File: src/intc_pkg.sv
// Constants, register map and state record for the three-level
// interrupt controller. Assumes a 20 MHz cycle clock and AXI4-Lite.
package intc_pkg;

  // ==========================================================
  // Register map (printed offsets are indices, byte = 4 x index)
  localparam int           ADDR_W            = 18;
  localparam logic [15:0]  IDX_SRC_FLAG_LIST = 16'hFE05;
  localparam logic [15:0]  IDX_MASTER_ENABLE = 16'hFE08;
  localparam logic [15:0]  IDX_LEVEL_SELECT  = 16'hFE09;
  localparam logic [ADDR_W-1:0] ADR_SRC_FLAG_LIST =
    {IDX_SRC_FLAG_LIST, 2'b00};
  localparam logic [ADDR_W-1:0] ADR_MASTER_ENABLE =
    {IDX_MASTER_ENABLE, 2'b00};
  localparam logic [ADDR_W-1:0] ADR_LEVEL_SELECT  =
    {IDX_LEVEL_SELECT, 2'b00};

  // ==========================================================
  // Field positions and reset values
  localparam int          POS_HL_ENABLE     = 7;
  localparam int          POS_TOP_INSVC     = 6;
  localparam int          POS_HIGH_INSVC    = 5;
  localparam int          POS_LOW_INSVC     = 4;
  localparam int          POS_VEC_0B_SEL    = 1;
  localparam int          POS_VEC_03_SEL    = 0;
  localparam logic [1:0]  ME_UNUSED_BITS    = 2'h3;
  localparam logic [7:0]  RST_SRC_FLAG_LIST = 8'hFF;
  localparam logic [7:0]  RST_LEVEL_SELECT  = 8'h00;
  localparam logic        RST_HL_ENABLE     = 1'h0;
  localparam logic [1:0]  RST_VEC_SEL       = 2'h0;

  // ==========================================================
  // AXI responses
  localparam logic [1:0]  RESP_OKAY         = 2'h0;
  localparam logic [1:0]  RESP_SLVERR       = 2'h2;

  // ==========================================================
  // Timing: blackout after control writes or leaving HOLD
  localparam int          CYC_NS            = 50;
  localparam int          BLACKOUT_NS       = 100;
  localparam logic [1:0]  BLACKOUT_CYC      =
    2'((BLACKOUT_NS + CYC_NS - 1) / CYC_NS);

  // ==========================================================
  // Levels, vectors and source bit layout
  localparam int          NUM_VEC           = 10;
  typedef enum logic [1:0] {
    LVL_NONE = 2'b00,
    LVL_LOW  = 2'b01,
    LVL_HIGH = 2'b10,
    LVL_TOP  = 2'b11
  } level_t;
  localparam logic [NUM_VEC-1:0][16:0] VEC_ADDR = {
    17'h0004B, 17'h00043, 17'h0003B, 17'h00033, 17'h0002B,
    17'h00023, 17'h0001B, 17'h00013, 17'h0000B, 17'h00003};
  localparam logic [NUM_VEC-1:0][7:0] SRC_ASSIGNED = {
    8'h3C, 8'hDC, 8'h34, 8'h1C, 8'h0C,
    8'h04, 8'h7C, 8'h1C, 8'h04, 8'h04};

  // ==========================================================
  // Whole state of the controller
  typedef struct packed {
    logic              hl_accept_enable;
    logic              vec_0b_level_select;
    logic              vec_03_level_select;
    logic [7:0]        vector_level_select;
    logic              top_level_in_service;
    logic              high_level_in_service;
    logic              low_level_in_service;
    logic [2:0][7:0]   src_cap;
    logic [1:0]        blk_cnt;
    logic              take;
    logic [16:0]       vec_addr;
    logic              aw_got;
    logic [ADDR_W-1:0] awaddr;
    logic              w_got;
    logic [31:0]       wdata;
    logic [3:0]        wstrb;
    logic              bvalid;
    logic [1:0]        bresp;
    logic              rvalid;
    logic [31:0]       rdata;
    logic [1:0]        rresp;
  } state_t;

endpackage : intc_pkg

File: src/three_level_interrupt_ctrl.sv
// Three-level interrupt controller with AXI4-Lite register access.
// Assumes CPU status pulses and peripheral flags are on aclk.
//
// The implementer's own choice: the AXI4-Lite interface to the registers.
module three_level_interrupt_ctrl (
  // Clock and reset
  input  wire  logic                               aclk,
  input  wire  logic                               aresetn,
  // AXI4-Lite write address
  input  wire  logic                               s_axi_awvalid,
  output logic                                     s_axi_awready,
  input  wire  logic [intc_pkg::ADDR_W-1:0]        s_axi_awaddr,
  input  wire  logic [2:0]                         s_axi_awprot,
  // AXI4-Lite write data
  input  wire  logic                               s_axi_wvalid,
  output logic                                     s_axi_wready,
  input  wire  logic [31:0]                        s_axi_wdata,
  input  wire  logic [3:0]                         s_axi_wstrb,
  // AXI4-Lite write response
  output logic                                     s_axi_bvalid,
  input  wire  logic                               s_axi_bready,
  output logic [1:0]                               s_axi_bresp,
  // AXI4-Lite read address
  input  wire  logic                               s_axi_arvalid,
  output logic                                     s_axi_arready,
  input  wire  logic [intc_pkg::ADDR_W-1:0]        s_axi_araddr,
  input  wire  logic [2:0]                         s_axi_arprot,
  // AXI4-Lite read data
  output logic                                     s_axi_rvalid,
  input  wire  logic                               s_axi_rready,
  output logic [31:0]                              s_axi_rdata,
  output logic [1:0]                               s_axi_rresp,
  // Peripheral requests and per-source flags, per vector
  input  wire  logic [intc_pkg::NUM_VEC-1:0]       vec_req,
  input  wire  logic [intc_pkg::NUM_VEC-1:0][7:0]  src_pend,
  // CPU core status
  input  wire  logic                               instr_done,
  input  wire  logic                               return_from_interrupt,
  input  wire  logic                               power_control_register,
  input  wire  logic                               hold_release,
  // CPU core steering
  output logic                                     irq_take,
  output logic [16:0]                              irq_vector
);
  import intc_pkg::*;

  // ==========================================================
  // State
  state_t s_r;
  state_t s_nxt;

  level_t [NUM_VEC-1:0] vec_lvl;
  level_t               cur_lvl;
  level_t               win_lvl;
  logic [3:0]           win_idx;
  logic [7:0]           me_read;
  logic [7:0]           sfl_read;
  logic                 do_wr;
  logic                 wr_ctl;
  logic                 blocked;
  logic                 accept;
  logic                 ret_now;

  // ==========================================================
  // Level of each vector
  always_comb begin
    vec_lvl[0] = s_r.vec_03_level_select ? LVL_LOW : LVL_TOP;
    vec_lvl[1] = s_r.vec_0b_level_select ? LVL_LOW : LVL_TOP;
    for (int i = 2; i < NUM_VEC; i++) begin
      vec_lvl[i] = s_r.vector_level_select[i-2] ?
                   LVL_HIGH : LVL_LOW;
    end
  end

  // ==========================================================
  // Arbitration: scan down so the lowest address wins a tie
  always_comb begin
    win_lvl = LVL_NONE;
    win_idx = 4'h0;
    for (int i = NUM_VEC - 1; i >= 0; i--) begin
      // vec_req is already the merge of a vector's sources
      if (vec_req[i] &&
          (vec_lvl[i] == LVL_TOP || s_r.hl_accept_enable)
          && vec_lvl[i] >= win_lvl) begin
        win_lvl = vec_lvl[i];
        win_idx = 4'(i);
      end
    end
  end

  always_comb begin
    if (s_r.top_level_in_service) begin
      cur_lvl = LVL_TOP;
    end else if (s_r.high_level_in_service) begin
      cur_lvl = LVL_HIGH;
    end else if (s_r.low_level_in_service) begin
      cur_lvl = LVL_LOW;
    end else begin
      cur_lvl = LVL_NONE;
    end
  end

  // ==========================================================
  // Register read images
  always_comb begin
    me_read = {s_r.hl_accept_enable,
               s_r.top_level_in_service,
               s_r.high_level_in_service,
               s_r.low_level_in_service,
               ME_UNUSED_BITS,
               s_r.vec_0b_level_select,
               s_r.vec_03_level_select};
    case (cur_lvl)
      LVL_TOP:  sfl_read = s_r.src_cap[2];
      LVL_HIGH: sfl_read = s_r.src_cap[1];
      LVL_LOW:  sfl_read = s_r.src_cap[0];
      default:  sfl_read = RST_SRC_FLAG_LIST;
    endcase
  end

  // ==========================================================
  // Acceptance and blackout
  always_comb begin
    do_wr   = s_r.aw_got && s_r.w_got && !s_r.bvalid;
    wr_ctl  = do_wr && s_r.wstrb[0] &&
              (s_r.awaddr == ADR_MASTER_ENABLE ||
               s_r.awaddr == ADR_LEVEL_SELECT);
    // Blocking also in the write cycle avoids racing old settings
    blocked = (s_r.blk_cnt != 2'h0) || wr_ctl || hold_release;
    ret_now = instr_done && return_from_interrupt;
    accept  = instr_done && !blocked &&
              !power_control_register &&
              !return_from_interrupt &&
              win_lvl > cur_lvl;
  end

  // ==========================================================
  // Next state
  always_comb begin
    s_nxt      = s_r;
    s_nxt.take = 1'b0;

    // Blackout counter
    if (wr_ctl || hold_release) begin
      s_nxt.blk_cnt = BLACKOUT_CYC;
    end else if (s_r.blk_cnt != 2'h0) begin
      s_nxt.blk_cnt = s_r.blk_cnt - 2'h1;
    end

    // Accept: flag the level, freeze source list, steer the core
    if (accept) begin
      s_nxt.take     = 1'b1;
      s_nxt.vec_addr = VEC_ADDR[win_idx];
      case (win_lvl)
        LVL_TOP: begin
          s_nxt.top_level_in_service = 1'b1;
          s_nxt.src_cap[2] = src_pend[win_idx] |
                             ~SRC_ASSIGNED[win_idx];
        end
        LVL_HIGH: begin
          s_nxt.high_level_in_service = 1'b1;
          s_nxt.src_cap[1] = src_pend[win_idx] |
                             ~SRC_ASSIGNED[win_idx];
        end
        default: begin
          s_nxt.low_level_in_service = 1'b1;
          s_nxt.src_cap[0] = src_pend[win_idx] |
                             ~SRC_ASSIGNED[win_idx];
        end
      endcase
    end else if (ret_now) begin
      // Drop only the active level so the outer one resumes
      case (cur_lvl)
        LVL_TOP:  s_nxt.top_level_in_service  = 1'b0;
        LVL_HIGH: s_nxt.high_level_in_service = 1'b0;
        LVL_LOW:  s_nxt.low_level_in_service  = 1'b0;
        default:  s_nxt.low_level_in_service  = 1'b0;
      endcase
    end

    // Write channels are taken independently, in either order
    if (s_axi_awvalid && s_axi_awready) begin
      s_nxt.aw_got = 1'b1;
      s_nxt.awaddr = s_axi_awaddr;
    end
    if (s_axi_wvalid && s_axi_wready) begin
      s_nxt.w_got = 1'b1;
      s_nxt.wdata = s_axi_wdata;
      s_nxt.wstrb = s_axi_wstrb;
    end
    if (do_wr) begin
      s_nxt.aw_got = 1'b0;
      s_nxt.w_got  = 1'b0;
      s_nxt.bvalid = 1'b1;
      s_nxt.bresp  = RESP_OKAY;
      case (s_r.awaddr)
        ADR_MASTER_ENABLE: begin
          if (s_r.wstrb[0]) begin
            // In-service bits are never taken from software
            s_nxt.hl_accept_enable    = s_r.wdata[POS_HL_ENABLE];
            s_nxt.vec_0b_level_select = s_r.wdata[POS_VEC_0B_SEL];
            s_nxt.vec_03_level_select = s_r.wdata[POS_VEC_03_SEL];
          end
        end
        ADR_LEVEL_SELECT: begin
          if (s_r.wstrb[0]) begin
            s_nxt.vector_level_select = s_r.wdata[7:0];
          end
        end
        ADR_SRC_FLAG_LIST: s_nxt.bresp = RESP_OKAY;
        default:           s_nxt.bresp = RESP_SLVERR;
      endcase
    end else if (s_r.bvalid && s_axi_bready) begin
      s_nxt.bvalid = 1'b0;
    end

    // Read channel
    if (s_axi_arvalid && s_axi_arready) begin
      s_nxt.rvalid = 1'b1;
      s_nxt.rresp  = RESP_OKAY;
      case (s_axi_araddr)
        ADR_SRC_FLAG_LIST: s_nxt.rdata = {24'h000000, sfl_read};
        ADR_MASTER_ENABLE: s_nxt.rdata = {24'h000000, me_read};
        ADR_LEVEL_SELECT:  s_nxt.rdata =
          {24'h000000, s_r.vector_level_select};
        default: begin
          s_nxt.rdata = 32'h00000000;
          s_nxt.rresp = RESP_SLVERR;
        end
      endcase
    end else if (s_r.rvalid && s_axi_rready) begin
      s_nxt.rvalid = 1'b0;
    end
  end

  // ==========================================================
  // State register
  always_ff @(posedge aclk) begin
    if (!aresetn) begin
      s_r                       <= '0;
      s_r.hl_accept_enable      <= RST_HL_ENABLE;
      s_r.vec_0b_level_select   <= RST_VEC_SEL[1];
      s_r.vec_03_level_select   <= RST_VEC_SEL[0];
      s_r.vector_level_select   <= RST_LEVEL_SELECT;
      s_r.src_cap               <= {3{RST_SRC_FLAG_LIST}};
    end else begin
      s_r <= s_nxt;
    end
  end

  // ==========================================================
  // Outputs
  assign s_axi_awready = !s_r.aw_got && !s_r.bvalid;
  assign s_axi_wready  = !s_r.w_got && !s_r.bvalid;
  assign s_axi_bvalid  = s_r.bvalid;
  assign s_axi_bresp   = s_r.bresp;
  assign s_axi_arready = !s_r.rvalid;
  assign s_axi_rvalid  = s_r.rvalid;
  assign s_axi_rdata   = s_r.rdata;
  assign s_axi_rresp   = s_r.rresp;
  assign irq_take      = s_r.take;
  assign irq_vector    = s_r.vec_addr;

endmodule : three_level_interrupt_ctrl

File: config.mk
export PLATFORM = sky130hd
export DESIGN_NAME = three_level_interrupt_ctrl
export DESIGN_NICKNAME = d
export VERILOG_FILES = /design/src/intc_pkg.sv /design/src/three_level_interrupt_ctrl.sv
export SDC_FILE = /design/constraint.sdc
export NUM_CORES = 1
export LEC_CHECK = 0
export BUFFER_PORTS_ARGS = -buffer_cell sky130_fd_sc_hd__buf_2
export CORE_ASPECT_RATIO = 0.8
export CORE_MARGIN = 2
export CORE_UTILIZATION = 48
export CTS_CLUSTER_DIAMETER = 80
export DETAILED_ROUTE_END_ITERATION = 8
export PLACE_DENSITY = 0.82
export SLEW_MARGIN = 20
export SYNTH_ARGS = -nofsm -noshare
export SYNTH_HDL_FRONTEND = slang
export SYNTH_SLANG_ARGS = --single-unit
File: constraint.sdc
create_clock -name aclk -period 16.05 [get_ports aclk]
set_input_delay 1.605 -clock aclk [delete_from_list [all_inputs] [get_ports aclk]]
set_output_delay 1.605 -clock aclk [all_outputs]
set_load 0.02 [all_outputs]
==> results.ini <==
[run_status]
status = finished, final reports clean

[floorplanning]
dieWidth_um = 120
io_pins = 238
placementRows = 33
core_area_mm2 = 0.0103
die-area_mm2 = 0.0116
start_util_pct = 49.8
die_y_um = 96.6

[timing]
slew_headroom_pct = 32.9
timing.hold.ws_ns = 0.451
fin_crit_sh_pct = 86.2
final.min_clock_period_ns = 13.83
setup_viol = 0
setup_slack_ns = 2.22
skew_ns = 0.00884
hold_viol_final = 0
max_slew.worst_pin.slew_ns = 0.998
fin_setup_tns_ns = 0
rsz0062_at_grt = false
fmax_mhz = 72.3
slew_viol_final = 0

[hold_path]
hp-class = flop to flop
min_from = s_r[134]
hold_end = s_r[134]
hold_depth = 1

[synthesis]
synth_cell_types = 72
yosys.area.top_type_share_pct = 31.5
avgSynthCellArea_um2 = 8.18
synth_edf_count = 0
synth_area_mm2 = 0.00514
synth_top_flop_cell = dfxtp_1
yosysSeqAreaShare_pct = 31.5
async_flop_share_pct = 0
yosysWarningCount = 0
synth_top_cells_by_area = dfxtp_1 32%, buf_4 7.7%, nand2_1 7.4%
synth_top_area_cell = dfxtp_1
synth_seq_cells = 81
synth_cells = 629

[routing]
drtAntennaViolNets = 0
dr_total_vias = 4783
via_per_inst = 5.49
wirelength_um = 13300
drc = 0
wl_per_cell_um = 15.3
drtIter0Drc = 455
drt_first_pass_iters = 5

[finish]
diodes = 0
nets = 917
final_common_cell = buf_2
syn_to_final_growth_pct = 14.5
final_cell_mix = 127 x buf_2, 102 x nand2_1, 81 x dfxtp_1
final_cells = 871
drive_above_1_share_pct = 23.7

[power]
p_leak_nw = 2.63
finalPower_mw = 0.478
p_per_area_mw_per_mm2 = 81.2
vdd_drop_max_mv = 0.0516

[clocking]
clkLatencyLatePin_ns = 0.34
clkSinkCount = 81
clockRootBuffer = clkbuf_16
clk_path_buf_depth = 2
path_clk_slew_ns = 0.06
cts_tree = built
hold_buffers = 0
numCtsBuffers = 9
postCtsResizedCells = 0
cts_setup_buffers = 0
cts_max_level = 3

[worst_setup_path]
worstSetupPathType = primary input to flop
cp.arrival_ns = 14.05
r2r-end = s_r[116]
path_common_cell = ha_1
cpMaxStageDelayCell = nor2b_1
r2r-start = me_read[7]
regToRegSetupSlack_ns = 2.69
reg2reg_depth = 56
cp_slowest_stage_delay_ns = 0.73
crit_path_max_fanout = 10
worstPathRequired_ns = 16.27
cp-end-kind = flop
worst_setup_path_start_kind = primary input

[global_routing]
grt_max_degree = 87
grt_first_pass_wirelength_um = 21500
grt_usage_pct = 23.2
grt_pass1_vias = 4528
grt-ovfl-total = 0
antenna_found_initial = 0

[place]
port_buffers = 127
dp_hpwl_um = 10200
dp_slack_ns = 2.04
place.gp.congestion = 0.881
place_inst = 855

[job]
cap_violations = 0

## how the worst max path moves through the flow
stage	to	startpoint
6_report	s_r[116]	vec_req[9]
5_1_grt	s_r[125]	vec_req[9]
4_1_cts	s_r[116]	vec_req[9]
3_5_place_dp	s_r[116]	vec_req[9]
3_3_place_gp	s_r[124]	vec_req[9]
2_1_floorplan	s_r[124]	vec_req[9]
## layout make-up
class                           instances  area [um^2]
Tap cell                              140          175
Clock inverter                          6         66.3
Timing Repair Buffer                  129          651
Fill cell                             962         4430
Multi-Input combinational cell        490         3090
Sequential cell                        81         1620
Inverter                               15         56.3
Clock buffer                           10          229
## worst max-delay path, delay by kind of cell
family,cells,cell delay (ns)
buf+inv,5,0.54
simple gates,26,6.00
compound gates,18,3.74
fa+ha+maj,8,2.17
## logic make-up after synthesis
family	Yosys count	synth area share [%]
AOI/OAI and AO/OA	156	22.0
muxes	38	7.64
DFF	81	31.5
buffers and inverters	94	11.1
and+or+nand+nor	247	24.6
adders and majority gates	12	2.92
other	1	0.0729
## Yosys cell counts, drive strengths merged (3+ instances only)
library cell    n
a21boi         34
a21o            4
a21oi          18
a221oi          5
a22o            4
a31oi          10
a41oi           3
and2            6
and3            8
buf            61
clkbuf         18
dfxtp          81
ha             12
inv            14
mux2            7
mux2i          31
nand2         102
nand2b         13
nand3          12
nand3b          4
nand4b          3
nor2           28
nor2b          26
nor3            9
nor3b          13
nor4            6
nor4b           3
o211a           6
o211ai         10
o21ai          34
o22ai           6
o31ai           3
or2             7
## metrics by stage
stage | utilization (%) | area (um^2)
finish | 57.1 | 5890
floorplan | - | 5280
global route | 57.1 | 5890
CTS | 57.1 | 5890
detailed placement | 54.2 | 5600
global placement | 54.1 | 5590
## power by group
| part | switching [mW] | total, mW | internal [mW] |
|---|---|---|---|
| sequential | 0.00473 | 0.213 | 0.209 |
| clock | 0.0825 | 0.204 | 0.121 |
| combinational | 0.0374 | 0.0611 | 0.0237 |
## flip-flops by register name, summed over array words and instances, names as in the netlist
name          flops
s_r              57
s_axi_rdata       8
me_read           6
irq_vector        5
irq_take          1
s_axi_bresp       1
s_axi_bvalid      1
s_axi_rresp       1
s_axi_rvalid      1
## layer usage
metal	global-route usage [%]	wire length (um)	vias up
li1	-	-	2343
met1	29.8	5730	2203
met2	39.8	6260	220
met3	5.16	1170	17
met4	6.27	159	0
met5	0	0	-
No activity file was read; power rests on OpenSTA's default activity.
